<file path="src/pkg/soch_pkg.sv">
// Shared types and constants of the scope option command handler
package soch_pkg;
   localparam int unsigned CLK_HZ     = 100_000_000;
   localparam int unsigned TICK_S     = 1;
   localparam int unsigned SEC_CYC    = TICK_S * CLK_HZ;
   localparam int unsigned SETTLE_CYC = 4;
   localparam logic [5:0]  LIM_MIN    = 6'h01;
   localparam logic [5:0]  LIM_MAX    = 6'h3c;
   localparam logic [5:0]  LIM_RST    = 6'h0a;
   localparam logic [15:0] VID_LEVEL  = 16'h0064;
   localparam logic [15:0] VID_LINE   = 16'h000a;
   localparam logic [15:0] PLS_WIDTH  = 16'h0064;
   localparam logic [15:0] PLS_PERIOD = 16'h03e8;
   localparam logic [15:0] OVL_LEVEL  = 16'h1388;
   localparam logic [2:0]  PRNG_MAX   = 3'h5;
   localparam logic [2:0]  ZRNG_MAX   = 3'h2;
   localparam logic [2:0]  ORNG_MAX   = 3'h1;

   typedef enum logic [3:0] {
      M_OFF, M_VOLT, M_EDGE, M_LEV_SINE, M_MARKER, M_WAVE_GEN,
      M_VIDEO, M_PULSE, M_IMPED, M_OVERLOAD
   } soch_mode_type;
   typedef enum logic [1:0] {TRG_OFF, TRG_BY1, TRG_BY10, TRG_BY100}
      soch_trg_type;
   typedef enum logic {IMP_FIFTY, IMP_MEG} soch_imp_type;
   // Pulse: 2.5 V, 1.0 V, 250 mV, 100 mV, 25 mV, 10 mV
   typedef enum logic [2:0] {PR_2V5, PR_1V0, PR_250M, PR_100M, PR_25M,
      PR_10M} soch_prng_type;
   typedef enum logic [1:0] {ZR_RES50, ZR_RES1M, ZR_CAP} soch_zrng_type;
   typedef enum logic {OR_DC, OR_AC} soch_orng_type;
   typedef enum logic [1:0] {WV_SINE, WV_SPIKE, WV_SQUARE, WV_NARROW}
      soch_wave_type;
   typedef enum logic [1:0] {VF_NTSC, VF_PAL, VF_PALM, VF_SECAM}
      soch_vfmt_type;
   typedef enum logic [1:0] {TAG_PLAIN, TAG_OHM, TAG_FARAD, TAG_NONE}
      soch_tag_type;
   typedef enum logic [4:0] {
      OP_MODE, OP_MODE_Q, OP_TRG, OP_TRG_Q, OP_IMP, OP_IMP_Q, OP_RANGE,
      OP_OUT, OP_DPULSE, OP_DPULSE_Q, OP_WAVE, OP_WAVE_Q, OP_VFMT,
      OP_VFMT_Q, OP_VMARK, OP_VMARK_Q, OP_TRIP_Q, OP_TLIM, OP_TLIM_Q,
      OP_TLIMD, OP_TLIMD_Q, OP_ZERO, OP_MEAS_TRG, OP_VAL_Q, OP_OPER,
      OP_STBY
   } soch_op_type;

   typedef struct packed {
      soch_mode_type  mode;
      soch_trg_type   trg_div;
      soch_imp_type   imp;
      soch_prng_type  prng;
      soch_zrng_type  zrng;
      soch_orng_type  orng;
      logic           diode_pulse_drive;
      soch_wave_type  marker_waveform_select;
      soch_vfmt_type  video_format_select;
      logic [15:0]    video_line_marker;
      logic [15:0]    level;
      logic           invert;
      logic [15:0]    pulse_width;
      logic [15:0]    pulse_period;
      logic           capacitance_zeroing;
   } soch_cfg_type;

   typedef struct packed {
      soch_tag_type       tag;
      logic signed [31:0] value;
   } soch_rsp_type;

   typedef struct packed {
      logic               is_cap;
      logic signed [31:0] value;
   } soch_meas_type;
endpackage

</file>
<file path="src/hdl/soch_top.sv">
// Command interpreter holding the scope option state
`timescale 1ns/1ps
//Contract
//Video entry: level 100, line marker 10, NTSC; mode reads video.
//Video negative level gives inverted video at the magnitude.
//Pulse entry: width 100 ns, period 1 us, 2.5 V range.
//Overload entry: DC range at 5 V; range picks DC or AC.
//Mode query returns one of ten mode names.
//Trigger output off or at divide by one, ten or hundred.
//Trigger query returns the stored divider setting.
//Impedance selects 50 ohm or 1 megohm; query returns it.
//Range only in pulse, impedance, overload; six pulse codes.
//Impedance mode range: res 50 ohm, res 1 megohm, capacitance.
//Edge mode diode drive set by nonzero, cleared by zero; reads 1/0.
//Marker waveform: sine, spike, square, narrow square.
//Video format NTSC, PAL, PAL-M, SECAM; query returns it.
//Video line marker stored and read back.
//Trip query gives seconds to trip, zero if none or not overload.
//Time limit 1 to 60 s; trip or expiry returns to standby.
//Time limit query returns programmed seconds.
//Default limit settable 1 to 60 s and readable.
//Zeroing on takes present capacitance as offset.
//Trigger in impedance mode measures; ohm, farad or none tag.
//Value query returns last result without measuring.
//Mode, trigger, impedance commands busy until settled.
//Settings hold until changed or mode defaults load.
module soch_top #(
   parameter int unsigned SEC_CYCLES    = soch_pkg::SEC_CYC,
   parameter int unsigned SETTLE_CYCLES = soch_pkg::SETTLE_CYC
) (
   // Clock and reset
   input  wire logic                   CLK_SYS,
   input  wire logic                   RESET,
   // Command port
   input  wire logic                   CMD_VALID,
   input  wire soch_pkg::soch_op_type  CMD_OP,
   input  wire logic signed [15:0]     CMD_ARG,
   output logic                        CMD_READY,
   output logic                        CMD_ERROR,
   // Answers
   output logic                        RSP_VALID,
   output soch_pkg::soch_rsp_type      RSP,
   // Settings and output state
   output soch_pkg::soch_cfg_type      SETTINGS,
   output logic                        OPERATE,
   // Protection trip pin
   input  wire logic                   PROT_TRIP,
   // Measurement engine
   output logic                        MEAS_START,
   input  wire logic                   MEAS_DONE,
   input  wire soch_pkg::soch_meas_type MEAS_RESULT
);
   if (SEC_CYCLES < 2 || SETTLE_CYCLES < 1
       || SETTLE_CYCLES > 255) begin : g_bad
      $error("soch_top: unusable cycle parameters");
   end

   soch_pkg::soch_cfg_type cfg_q;
   soch_pkg::soch_rsp_type rsp_q;
   logic [7:0]         settle_q;
   logic               rdy_q, err_q, rv_q, mstart_q, mwait_q, oper_q;
   logic [31:0]        div_q;
   logic [5:0]         elapsed_q, trip_s_q, tlim_q, tlimd_q;
   logic               trip_m_q, trip_y_q, trip_p_q;
   logic signed [31:0] val_q, offs_q;
   soch_pkg::soch_tag_type vtag_q;

   wire take   = CMD_VALID && rdy_q;
   wire is_ovl = cfg_q.mode == soch_pkg::M_OVERLOAD;
   wire is_imp = cfg_q.mode == soch_pkg::M_IMPED;
   wire arg_nz = CMD_ARG != 16'sh0000;
   wire trip_e = trip_y_q && !trip_p_q;
   wire tick   = oper_q && is_ovl && div_q == 32'(SEC_CYCLES - 1);
   wire lim_ok = CMD_ARG >= 16'(soch_pkg::LIM_MIN)
                 && CMD_ARG <= 16'(soch_pkg::LIM_MAX);

   // Range code legal for the present mode
   function automatic logic rng_ok(input soch_pkg::soch_mode_type m,
                                   input logic signed [15:0] a);
      logic [2:0] lim;
      lim = 3'h0;
      unique case (m)
         soch_pkg::M_PULSE:    lim = soch_pkg::PRNG_MAX;
         soch_pkg::M_IMPED:    lim = soch_pkg::ZRNG_MAX;
         soch_pkg::M_OVERLOAD: lim = soch_pkg::ORNG_MAX;
         default:              return 1'b0;
      endcase
      return a >= 16'sh0000 && a <= 16'(lim);
   endfunction

   // Pin synchroniser, edge taken after second stage
   always_ff @(posedge CLK_SYS) begin
      if (RESET) begin
         trip_m_q <= 1'b0;
         trip_y_q <= 1'b0;
         trip_p_q <= 1'b0;
      end else begin
         trip_m_q <= PROT_TRIP;
         trip_y_q <= trip_m_q;
         trip_p_q <= trip_y_q;
      end
   end

   // Slow commands hold the port until settled
   always_ff @(posedge CLK_SYS) begin
      if (RESET) begin
         settle_q <= 8'h00;
         rdy_q    <= 1'b0;
      end else if (take && (CMD_OP == soch_pkg::OP_MODE
                 || CMD_OP == soch_pkg::OP_TRG
                 || CMD_OP == soch_pkg::OP_IMP)) begin
         settle_q <= 8'(SETTLE_CYCLES);
         rdy_q    <= 1'b0;
      end else if (take && CMD_OP == soch_pkg::OP_MEAS_TRG && is_imp) begin
         rdy_q    <= 1'b0;
      end else if (settle_q != 8'h00) begin
         settle_q <= settle_q - 8'h01;
         rdy_q    <= settle_q == 8'h01 && !mwait_q;
      end else begin
         rdy_q    <= !mwait_q || MEAS_DONE;
      end
   end

   // Stored settings, mode entry loads defaults
   always_ff @(posedge CLK_SYS) begin
      if (RESET) begin
         cfg_q <= '0;
      end else if (take) begin
         unique case (CMD_OP)
            soch_pkg::OP_MODE: begin
               cfg_q.mode <= soch_pkg::soch_mode_type'(CMD_ARG[3:0]);
               unique case (CMD_ARG[3:0])
                  4'(soch_pkg::M_VIDEO): begin
                     cfg_q.level               <= soch_pkg::VID_LEVEL;
                     cfg_q.invert              <= 1'b0;
                     cfg_q.video_line_marker   <= soch_pkg::VID_LINE;
                     cfg_q.video_format_select <= soch_pkg::VF_NTSC;
                  end
                  4'(soch_pkg::M_PULSE): begin
                     cfg_q.pulse_width  <= soch_pkg::PLS_WIDTH;
                     cfg_q.pulse_period <= soch_pkg::PLS_PERIOD;
                     cfg_q.prng         <= soch_pkg::PR_2V5;
                  end
                  4'(soch_pkg::M_OVERLOAD): begin
                     cfg_q.orng  <= soch_pkg::OR_DC;
                     cfg_q.level <= soch_pkg::OVL_LEVEL;
                  end
                  default: ;
               endcase
            end
            soch_pkg::OP_TRG:
               cfg_q.trg_div <= soch_pkg::soch_trg_type'(CMD_ARG[1:0]);
            soch_pkg::OP_IMP:
               cfg_q.imp <= soch_pkg::soch_imp_type'(CMD_ARG[0]);
            soch_pkg::OP_RANGE:
               if (rng_ok(cfg_q.mode, CMD_ARG)) begin
                  unique case (cfg_q.mode)
                     soch_pkg::M_PULSE:
                        cfg_q.prng <= soch_pkg::soch_prng_type'(CMD_ARG[2:0]);
                     soch_pkg::M_IMPED:
                        cfg_q.zrng <= soch_pkg::soch_zrng_type'(CMD_ARG[1:0]);
                     default:
                        cfg_q.orng <= soch_pkg::soch_orng_type'(CMD_ARG[0]);
                  endcase
               end
            soch_pkg::OP_OUT:
               if (cfg_q.mode == soch_pkg::M_VIDEO && CMD_ARG[15]) begin
                  cfg_q.level  <= -CMD_ARG;
                  cfg_q.invert <= 1'b1;
               end else if (!is_imp) begin
                  cfg_q.level  <= CMD_ARG;
                  cfg_q.invert <= 1'b0;
               end
            soch_pkg::OP_DPULSE:
               if (cfg_q.mode == soch_pkg::M_EDGE)
                  cfg_q.diode_pulse_drive <= arg_nz;
            soch_pkg::OP_WAVE:
               cfg_q.marker_waveform_select <=
                  soch_pkg::soch_wave_type'(CMD_ARG[1:0]);
            soch_pkg::OP_VFMT:
               cfg_q.video_format_select <=
                  soch_pkg::soch_vfmt_type'(CMD_ARG[1:0]);
            soch_pkg::OP_VMARK:
               cfg_q.video_line_marker <= CMD_ARG;
            soch_pkg::OP_ZERO:
               cfg_q.capacitance_zeroing <= arg_nz;
            default: ;
         endcase
      end
   end

   // Time limits, stored only when in range
   always_ff @(posedge CLK_SYS) begin
      if (RESET) begin
         tlim_q  <= soch_pkg::LIM_RST;
         tlimd_q <= soch_pkg::LIM_RST;
      end else if (take && lim_ok && CMD_OP == soch_pkg::OP_TLIM) begin
         tlim_q  <= CMD_ARG[5:0];
      end else if (take && lim_ok && CMD_OP == soch_pkg::OP_TLIMD) begin
         tlimd_q <= CMD_ARG[5:0];
      end else if (take && CMD_OP == soch_pkg::OP_MODE
                   && CMD_ARG[3:0] == 4'(soch_pkg::M_OVERLOAD)) begin
         tlim_q  <= tlimd_q;
      end
   end

   // Operate timer: in overload mode trip or expiry falls back to standby
   always_ff @(posedge CLK_SYS) begin
      if (RESET) begin
         oper_q    <= 1'b0;
         div_q     <= '0;
         elapsed_q <= 6'h00;
         trip_s_q  <= 6'h00;
      end else if (take && CMD_OP == soch_pkg::OP_OPER) begin
         oper_q    <= 1'b1;
         div_q     <= '0;
         elapsed_q <= 6'h00;
         trip_s_q  <= 6'h00;
      end else if ((take && (CMD_OP == soch_pkg::OP_STBY
                   || CMD_OP == soch_pkg::OP_MODE)) || !oper_q) begin
         oper_q    <= 1'b0;
         div_q     <= '0;
      end else if (is_ovl && trip_e) begin
         oper_q    <= 1'b0;
         trip_s_q  <= elapsed_q + 6'h01;
      end else if (tick) begin
         div_q     <= '0;
         elapsed_q <= elapsed_q + 6'h01;
         if (elapsed_q + 6'h01 >= tlim_q)
            oper_q <= 1'b0;
      end else if (is_ovl) begin
         div_q     <= div_q + 32'h1;
      end
   end

   // Measurement start and stored result
   always_ff @(posedge CLK_SYS) begin
      if (RESET) begin
         mstart_q <= 1'b0;
         mwait_q  <= 1'b0;
         val_q    <= '0;
         vtag_q   <= soch_pkg::TAG_NONE;
         offs_q   <= '0;
      end else begin
         mstart_q <= take && CMD_OP == soch_pkg::OP_MEAS_TRG && is_imp;
         if (take && CMD_OP == soch_pkg::OP_MEAS_TRG && is_imp)
            mwait_q <= 1'b1;
         else if (MEAS_DONE)
            mwait_q <= 1'b0;
         if (MEAS_DONE) begin
            val_q  <= MEAS_RESULT.is_cap
                      ? MEAS_RESULT.value - offs_q : MEAS_RESULT.value;
            vtag_q <= MEAS_RESULT.is_cap
                      ? soch_pkg::TAG_FARAD : soch_pkg::TAG_OHM;
         end
         if (take && CMD_OP == soch_pkg::OP_ZERO)
            offs_q <= arg_nz && vtag_q == soch_pkg::TAG_FARAD
                      ? val_q + offs_q : '0;
      end
   end

   // Answers and refusals
   always_ff @(posedge CLK_SYS) begin
      if (RESET) begin
         rv_q  <= 1'b0;
         err_q <= 1'b0;
         rsp_q <= '{tag: soch_pkg::TAG_NONE, value: '0};
      end else begin
         rv_q  <= 1'b0;
         err_q <= 1'b0;
         rsp_q.tag <= soch_pkg::TAG_PLAIN;
         if (mwait_q && MEAS_DONE) begin
            rv_q  <= 1'b1;
            rsp_q.tag   <= MEAS_RESULT.is_cap
                           ? soch_pkg::TAG_FARAD : soch_pkg::TAG_OHM;
            rsp_q.value <= MEAS_RESULT.is_cap
                           ? MEAS_RESULT.value - offs_q : MEAS_RESULT.value;
         end else if (take) begin
            rv_q <= 1'b1;
            unique case (CMD_OP)
               soch_pkg::OP_MODE_Q:
                  rsp_q.value <= 32'(cfg_q.mode);
               soch_pkg::OP_TRG_Q:
                  rsp_q.value <= 32'(cfg_q.trg_div);
               soch_pkg::OP_IMP_Q: rsp_q.value <= 32'(cfg_q.imp);
               soch_pkg::OP_DPULSE_Q:
                  rsp_q.value <= 32'(cfg_q.diode_pulse_drive);
               soch_pkg::OP_WAVE_Q:
                  rsp_q.value <= 32'(cfg_q.marker_waveform_select);
               soch_pkg::OP_VFMT_Q:
                  rsp_q.value <= 32'(cfg_q.video_format_select);
               soch_pkg::OP_VMARK_Q:
                  rsp_q.value <= 32'(cfg_q.video_line_marker);
               soch_pkg::OP_TRIP_Q:
                  rsp_q.value <= is_ovl ? 32'(trip_s_q) : '0;
               soch_pkg::OP_TLIM_Q: rsp_q.value <= 32'(tlim_q);
               soch_pkg::OP_TLIMD_Q: rsp_q.value <= 32'(tlimd_q);
               soch_pkg::OP_VAL_Q: begin
                  rsp_q.tag   <= vtag_q;
                  rsp_q.value <= val_q;
               end
               soch_pkg::OP_MEAS_TRG: begin
                  rv_q  <= 1'b0;
                  err_q <= !is_imp;
               end
               default: begin
                  rv_q  <= 1'b0;
                  err_q <= (CMD_OP == soch_pkg::OP_RANGE
                            && !rng_ok(cfg_q.mode, CMD_ARG))
                           || ((CMD_OP == soch_pkg::OP_TLIM
                            || CMD_OP == soch_pkg::OP_TLIMD) && !lim_ok);
               end
            endcase
         end
      end
   end

   assign CMD_READY  = rdy_q;
   assign CMD_ERROR  = err_q;
   assign RSP_VALID  = rv_q;
   assign RSP        = rsp_q;
   assign SETTINGS   = cfg_q;
   assign OPERATE    = oper_q;
   assign MEAS_START = mstart_q;

   video_entry_a: assert property (@(posedge CLK_SYS) disable iff (RESET)
      take && CMD_OP == soch_pkg::OP_MODE
      && CMD_ARG[3:0] == 4'(soch_pkg::M_VIDEO) |=> cfg_q.level == 16'h0064
      && cfg_q.video_line_marker == 16'h000a && !cfg_q.invert)
      else $error("video defaults not loaded");
   video_invert_a: assert property (@(posedge CLK_SYS) disable iff (RESET)
      take && CMD_OP == soch_pkg::OP_OUT && CMD_ARG[15]
      && cfg_q.mode == soch_pkg::M_VIDEO |=> cfg_q.invert
      && cfg_q.level == -$past(CMD_ARG))
      else $error("inverse video wrong");
   pulse_entry_a: assert property (@(posedge CLK_SYS) disable iff (RESET)
      take && CMD_OP == soch_pkg::OP_MODE
      && CMD_ARG[3:0] == 4'(soch_pkg::M_PULSE) |=> cfg_q.pulse_width
      == 16'd100 && cfg_q.pulse_period == 16'd1000
      && cfg_q.prng == soch_pkg::PR_2V5)
      else $error("pulse defaults not loaded");
   range_gate_a: assert property (@(posedge CLK_SYS) disable iff (RESET)
      take && CMD_OP == soch_pkg::OP_RANGE && CMD_ARG > 16'sh0005
      |=> $stable(cfg_q.prng) && err_q)
      else $error("bad range taken");
   settle_busy_a: assert property (@(posedge CLK_SYS) disable iff (RESET)
      take && CMD_OP == soch_pkg::OP_TRG |=> !rdy_q [*4])
      else $error("port ready before settle");
   trip_stby_a: assert property (@(posedge CLK_SYS) disable iff (RESET)
      oper_q && is_ovl && trip_e && !take |=> !oper_q && trip_s_q != 6'h00)
      else $error("trip did not drop operate");
   limit_hold_a: assert property (@(posedge CLK_SYS) disable iff (RESET)
      take && CMD_OP == soch_pkg::OP_TLIM && CMD_ARG > 16'sh003c
      |=> $stable(tlim_q))
      else $error("limit out of range stored");
   meas_answer_a: assert property (@(posedge CLK_SYS) disable iff (RESET)
      mwait_q && MEAS_DONE |=> rv_q && rsp_q.tag != soch_pkg::TAG_PLAIN)
      else $error("measurement not answered");
   trip_query_a: assert property (@(posedge CLK_SYS) disable iff (RESET)
      take && CMD_OP == soch_pkg::OP_TRIP_Q && !is_ovl
      |=> rv_q && rsp_q.value == 32'sh0)
      else $error("trip query not zero");
endmodule

</file>
<file path="config.mk">
export PLATFORM = sky130hd
export DESIGN_NAME = soch_top
export DESIGN_NICKNAME = d
export VERILOG_FILES = /design/src/pkg/soch_pkg.sv /design/src/hdl/soch_top.sv
export SDC_FILE = /design/constraint.sdc
export NUM_CORES = 1
export LEC_CHECK = 0
export BUFFER_PORTS_ARGS = -buffer_cell sky130_fd_sc_hd__buf_2
export CORE_ASPECT_RATIO = 0.6
export CORE_MARGIN = 2
export CORE_UTILIZATION = 30
export DETAILED_ROUTE_END_ITERATION = 7
export PLACE_DENSITY_LB_ADDON = 0.12
export SYNTH_ARGS = -nofsm -noshare
export SYNTH_HDL_FRONTEND = slang
export SYNTH_SLANG_ARGS = --single-unit
</file>
<file path="constraint.sdc">
create_clock -name CLK_SYS -period 2.8 [get_ports CLK_SYS]
set_clock_uncertainty 0.1 [all_clocks]
set_input_delay 0.42 -clock CLK_SYS [delete_from_list [all_inputs] [get_ports CLK_SYS]]
set_output_delay 0.42 -clock CLK_SYS [all_outputs]
set_load 0.05 [all_outputs]
</file>
==> flow_summary.yaml, run 1 <==
outcome:
  status: "finished, violations left"
  violations: "setup timing"
synthesis:
  synth_edf_count: 0
  synth_area_sq_um: 13600
  async_flop_share_pct: 0
  synth_most_common_cell: "nor2_1"
  syn_area_per_cell_sq_um: 8.02
  yosys_warnings: 0
  yosysTopAreaCell: "dfxtp_1"
  synthTopCellsByCount: "nor2_1, dfxtp_1, nand2_1, a21oi_1, ha_1"
  synth_area_leaders: "dfxtp_1, ha_1, nor2_1, a21oi_1, nand2_1"
  synth.distinct_cells: 82
  synthFlopType: "dfxtp_1"
  synth_top_area_share_pct: 33.4
  synth_seq_cells: 226
  seq_area_frac_synth_pct: 33.4
  syn_inst: 1690
global_routing:
  grtUsageTotal_pct: 21.7
  grt_pass1_vias: 13091
  grt_overflow_total: 0
  grt_max_degree: 127
  grt_pass1_wl_microns: 79400
  antenna_found_initial: 0
drt:
  first_pass_iters: 6
  postRouteAntennaNets: 0
  avgViaCountPerCell: 5.11
  drtIter0Drc: 952
  drcViolationCount: 0
  detail_route.wirelength_microns: 52500
  via_count: 13872
  wl_per_cell_microns: 19.4
placement:
  post-dp-hpwl_microns: 39500
  gp_congestion: 0.882
  place_area_sq_um: 17000
  dp_cells: 2641
  port_buffers: 158
min_path:
  hold_start: "MEAS_RESULT[31]"
  hp-class: "input port to register"
  min_to: "val_q[31]$_SDFFE_PP0P_"
  holdPathStages: 3
timing:
  finalMaxSlewViolations: 0
  final.period_utilization_pct: 108
  finalCriticalPeriod_ps: 3030
  worst_slew_pin_slew_ps: 1300
  setup-violations-final: 36
  finalHoldViolCount: 0
  rsz0062_at_grt: "true"
  finalWorstSetupSlack_ps: -227
  fmax_mhz: 330
  worst_slew_margin_rel_pct: 12.8
die:
  die_x_microns: 278
  initial_core_util_pct: 30.3
  dieArea_sq_um: 47000
  rows: 60
  die_y_microns: 169
  coreArea_sq_um: 44700
  io_pins: 182
worst_setup_path:
  crit_arrival_ps: 3400
  cp.required_ps: 3180
  r2r-start: "offs_q[5]$_SDFFE_PP0P_"
  rr_endpoint: "val_q[29]$_SDFFE_PP0P_"
  reg2regPathDepth: 12
  crit_path_start_kind: "register"
  path_max_fanout: 3
  end_kind: "register"
  critPathKind: "register to register"
  r2r_slack_ps: -230
cts:
  cts_tree: "done"
  cts-buffers-inserted: 26
  clock-root-buffer: "clkbuf_16"
  cts_sinks: 226
  cts_buffer_depth: 3
  clk_latency_ps: 560
  clk_pin_slew_ps: 60
  cts_max_level: 1
final_layout:
  fin_nets: 2248
  final_layout_size_suffix_gt1_share_pct: 33.0
  antennaDiodeCount: 0
  num-fill-cells: 4551
  area_growth_pct: 40.7
  final_cells: 2715
  final_area_sq_um: 19100
  fin_util_pct: 42.6
power_and_ir_drop:
  p_leak_uw: 0.00809
  ir_worst_vdd_uv: 481
  cellPowerDensity_nw_per_um2: 463
flow_run:
  drv_cap: 0
[layer usage]
metal  GRT usage [%]  vias up  routed length (microns)
li1                -     6837                        -
met1            34.5     6627                    27800
met2            30.9      356                    21000
met3            3.12       52                     2790
met4            3.74        0                      964
met5               0        -                        0
[power breakdown]
group	internal, uW	total [uW]	switching (uW)
Combinational	690	1670	976
Clock	2210	3750	1540
Sequential	3310	3420	101
Total	6220	8830	2620
[cells by family (layout without fill, tap and decap cells)]
logic type | count (synthesis) | after routing | share of synthesized area, %
AND/OR/NAND/NOR | 605 | 605 | 21.2
AO/OA/AOI/OAI | 453 | 453 | 22.0
flip-flops | 226 | 226 | 33.4
buffers and inverters | 176 | 590 | 5.83
XOR/XNOR | 106 | 106 | 6.85
adder cells (fa/ha/maj) | 82 | 82 | 7.68
multiplexers | 41 | 41 | 3.06
other | 1 | 23 | 0.0277
[area by class of cell]
| type | count | area (sq um) | area share, % |
|---|---|---|---|
| clock buffer | 33 | 727 | 3.81 |
| clock inverter | 14 | 200 | 1.05 |
| inverter | 71 | 267 | 1.40 |
| multi-input combinational | 1310 | 9310 | 48.8 |
| sequential | 226 | 4550 | 23.9 |
| tap | 589 | 737 | 3.86 |
| timing repair buffer | 472 | 3280 | 17.2 |
[stage by stage]
step | setup slack, ps | hold WS, ps | power (uW) | TNS, ps
global route | -366 | 106 | 9220 | -9720
finish | -227 | 98.8 | 8830 | -4560
detailed placement | -614 | 343 | 4970 | -31690
global placement | -583 | 346 | 4950 | -30270
floorplan | -198 | 314 | 4390 | -2620
CTS | -221 | 66.1 | 8840 | -3500
[placed cells by master (no fill, tap or decap), types with 30 or more instances in the layout]
cell | Yosys | final
xnor2_1 | 59 | 51
a21o_1 | 33 | 32
nor3_1 | 32 | 30
nor2_1 | 239 | 231
o21ai_0 | 67 | 43
nand2_1 | 151 | 146
inv_1 | 70 | 62
xor2_1 | 47 | 41
buf_4 | 31 | 293
buf_2 | 2 | 157
a22oi_1 | 57 | 57
ha_1 | 80 | 65
a21oi_1 | 136 | 109
mux2i_1 | 37 | 35
dfxtp_1 | 226 | 213
[flip-flops by register name, indices dropped and copies added (netlist names), 2 cells and up]
register,cells
SETTINGS,53
RSP,34
div_q,32
offs_q,32
val_q,32
settle_q,8
elapsed_q,6
tlim_q,6
tlimd_q,6
trip_s_q,6
vtag_q,2
[worst max path at each step]
stage	from	endpoint	cells after the start
floorplan	CMD_ARG[12]	tlim_q[0]$_SDFFE_PP0P_	10
global placement	MEAS_RESULT[0]	RSP[31]$_SDFFE_PP0P_	14
detailed placement	MEAS_RESULT[0]	val_q[30]$_SDFFE_PP0P_	17
CTS	SETTINGS[80]$_SDFFE_PP0P_	SETTINGS[76]$_SDFFE_PP0P_	11
global route	offs_q[0]$_SDFFE_PP0P_	val_q[30]$_SDFFE_PP0P_	15
finish	offs_q[5]$_SDFFE_PP0P_	val_q[29]$_SDFFE_PP0P_	12
[critical path, cell delays in order (launching register included)]
cell and delay (ps):
dfxtp_2 360, inv_2 60, ha_4 210, or3_4 330, a41o_1 240, o31a_1 150
nor3b_4 330, o21ba_4 270, o31ai_4 80, a221oi_2 310, xnor2_1 150, mux2i_1 120
a211oi_1 230
[what timing repair did]
action,in CTS,in global routing
endpoints found under the hold margin,1,0
hold buffers,1,0
pin swaps,83,89
endpoints found under the setup margin,67,78
buffers inserted,12,19
gates resized for setup,102,104
(Power assumes the default switching activity.)
==> run 2: changes to the inputs <==
--- a/config.mk
+++ b/config.mk
@@ -7,7 +7,6 @@
 export LEC_CHECK = 0
 export BUFFER_PORTS_ARGS = -buffer_cell sky130_fd_sc_hd__buf_2
 export CORE_ASPECT_RATIO = 0.6
-export CORE_MARGIN = 2
 export CORE_UTILIZATION = 30
 export DETAILED_ROUTE_END_ITERATION = 7
 export PLACE_DENSITY_LB_ADDON = 0.12
==> run 2 against run 1 <==
Net effect:
- critical path depth up 3
- wire length decreased by 2.8%
- first-iteration DRC count increased by 2.6%
- the flow still finishes with violations (setup timing)
- worst hold slack better by 5.2 ps
- combinational power down 4%
- largest cell class unchanged
- critical endpoint is now val_q[30]$_SDFFE_PP0P_
- highest routed layer unchanged
- largest power group unchanged
- die area is 1.9% lower
- register-to-register slack improved by 70 ps
==> flow_summary.yaml, run 2 (synthesis results as in run 1) <==
outcome:
  status: "finished, violations left"
  violations: "setup timing"
timing:
  worst_slew_margin_rel_pct: 44.4
  fmax_mhz: 338
  finalHoldViolCount: 0
  final.period_utilization_pct: 106
  worst_slew_pin_slew_ps: 826
  finalWorstSetupSlack_ps: -156
  rsz0062_at_grt: "true"
  setup-violations-final: 28
  finalMaxSlewViolations: 0
  finalCriticalPeriod_ps: 2960
power_and_ir_drop:
  p_switching_uw: 2530
  sw_frac_of_total_pct: 29.5
  p_comb_share_pct: 18.6
  cellPowerDensity_nw_per_um2: 459
  total_power_uw: 8590
  ir_worst_vdd_uv: 303
  power_frac_clock_pct: 41.6
  p_leak_uw: 0.00795
  p_seq_share_pct: 39.8
  power.internal_uw: 6050
worst_setup_path:
  cp.required_ps: 3160
  crit_arrival_ps: 3320
  cpMaxStageDelayCell: "dfxtp_4"
  r2r-start: "offs_q[0]$_SDFFE_PP0P_"
  r2r_slack_ps: -160
  reg2regPathDepth: 15
  path_max_fanout: 4
  end_kind: "register"
  crit_path_max_incr_delay_ps: 360
  critPathKind: "register to register"
  crit_path_cell_trace: "ha_4 -> buf_6 -> fa_2 -> nand2b_4 -> a21oi_2 -> o21ai_2 -> a21oi_2 -> a31oi_1 -> buf_4 -> o21bai_1 -> buf_4 -> a41oi_2 -> xnor2_1 -> nand2_1 -> a311oi_1"
  rr_endpoint: "val_q[30]$_SDFFE_PP0P_"
  crit_path_start_kind: "register"
final_layout:
  num-fill-cells: 4464
  largest_reg_flops: 53
  final_cells: 2688
  fin_nets: 2230
  final_layout_size_suffix_gt1_share_pct: 31.0
  final_common_cell: "buf_4"
  seq_area_sq_um: 4550
  multi_input_area_sq_um: 9130
  final_area_sq_um: 18700
  final_cell_mix: "buf_4, nor2_1, dfxtp_1, buf_2, nand2_1"
  area_growth_pct: 38.0
drt:
  avgViaCountPerCell: 5.13
  drtIter0Drc: 977
  postRouteAntennaNets: 0
  via_count: 13788
  wl_per_cell_microns: 19.0
  detail_route.wirelength_microns: 51000
  drcViolationCount: 0
  first_pass_iters: 6
placement:
  port_buffers: 158
  post-dp-hpwl_microns: 38600
  dp_cells: 2610
  place_area_sq_um: 16800
  gp_congestion: 0.880
cts:
  clk_latency_ps: 550
  cts_sinks: 226
  clock-root-buffer: "clkbuf_16"
  cts_buffer_depth: 3
  cts_max_level: 1
  clk_pin_slew_ps: 70
  cts-buffers-inserted: 26
  cts_tree: "done"
min_path:
  hold_start: "MEAS_RESULT[30]"
  hp-class: "input port to register"
  min_to: "val_q[30]$_SDFFE_PP0P_"
  holdPathStages: 3
die:
  dieArea_sq_um: 46100
  io_pins: 182
  initial_core_util_pct: 30.9
  die_y_microns: 167
  die_x_microns: 276
  rows: 59
  coreArea_sq_um: 43900
global_routing:
  antenna_found_initial: 1
  grt_overflow_total: 0
  grt_max_degree: 119
  grtUsageTotal_pct: 21.2
  grt_pass1_vias: 12878
  grt_pass1_wl_microns: 77000
flow_run:
  drv_cap: 0
==> run 2: changes by cell type in the layout (fill, tap and decap cells not counted), moves of 4 or more <==
| cell | delta |
|---|---|
| dfxtp_2 | +4 |
| a21oi_2 | -9 |
| clkbuf_1 | +5 |
| a211oi_2 | -6 |
| a21oi_1 | +9 |
| buf_4 | -18 |
| a211oi_1 | +6 |
==> run 2: area by class of cell <==
cell class | count | share of cell area (%)
multi-input combinational | 1310 | 48.8
sequential | 226 | 24.3
timing repair buffer | 454 | 16.9
clock buffer | 39 | 4.12
tap | 579 | 3.87
inverter | 71 | 1.42
clock inverter | 8 | 0.528
antenna | 1 | 0.0134
==> run 2: metrics by stage <==
step / worst slack (ps) / TNS (ps) / util, % / hold WS, ps
finish: -156 / -2150 / 42.6 / 104
global route: -298 / -6900 / 42.6 / 109
CTS: -155 / -1730 / 41.6 / 68.9
detailed placement: -719 / -32050 / 38.4 / 353
global placement: -714 / -30960 / 38.4 / 345
floorplan: -198 / -2620 / - / 314
==> run 2: worst max-delay path, delay by kind of cell (launching register included) <==
kind,cells,cell delay [ps]
fa+ha+maj,2,490
compound gates,7,1010
simple gates,2,220
flops,1,360
buf+inv,3,490
xor+xnor,1,210
==> run 2: repair_timing <==
action | in CTS | in global routing
hold endpoints to repair | 1 | 0
hold buffers | 1 | 0
endpoints found under the setup margin | 66 | 67
pin swaps | 61 | 62
resized for setup | 87 | 85
setup buffers | 21 | 14
==> run 2: worst max-delay path by stage <==
stage	from	to	slack, ps	cells past startpoint
2_1_floorplan	CMD_ARG[12]	tlim_q[0]$_SDFFE_PP0P_	-200	10
3_3_place_gp	MEAS_RESULT[4]	RSP[31]$_SDFFE_PP0P_	-710	14
3_5_place_dp	MEAS_RESULT[3]	RSP[31]$_SDFFE_PP0P_	-720	14
4_1_cts	offs_q[5]$_SDFFE_PP0P_	val_q[29]$_SDFFE_PP0P_	-160	12
5_1_grt	SETTINGS[82]$_SDFFE_PP0P_	SETTINGS[72]$_SDFFE_PP0P_	-300	11
6_report	offs_q[0]$_SDFFE_PP0P_	val_q[30]$_SDFFE_PP0P_	-160	15
==> run 2: routing by layer <==
layer	GRT usage [%]	vias up	part of all wire [%]
li1	-	6778	-
met1	33.7	6617	53
met2	29.9	350	40
met3	3.16	43	5.1
met4	3.47	0	1.4
met5	0	-	0
==> run 2: power groups by stage <==
stage / registers [uW] / clock network, uW / logic (uW)
floorplan: 3490 / 0 / 896
global placement: 3480 / 0 / 1440
detailed placement: 3490 / 0 / 1450
CTS: 3420 / 3680 / 1530
global route: 3430 / 3760 / 1750
finish: 3420 / 3570 / 1600
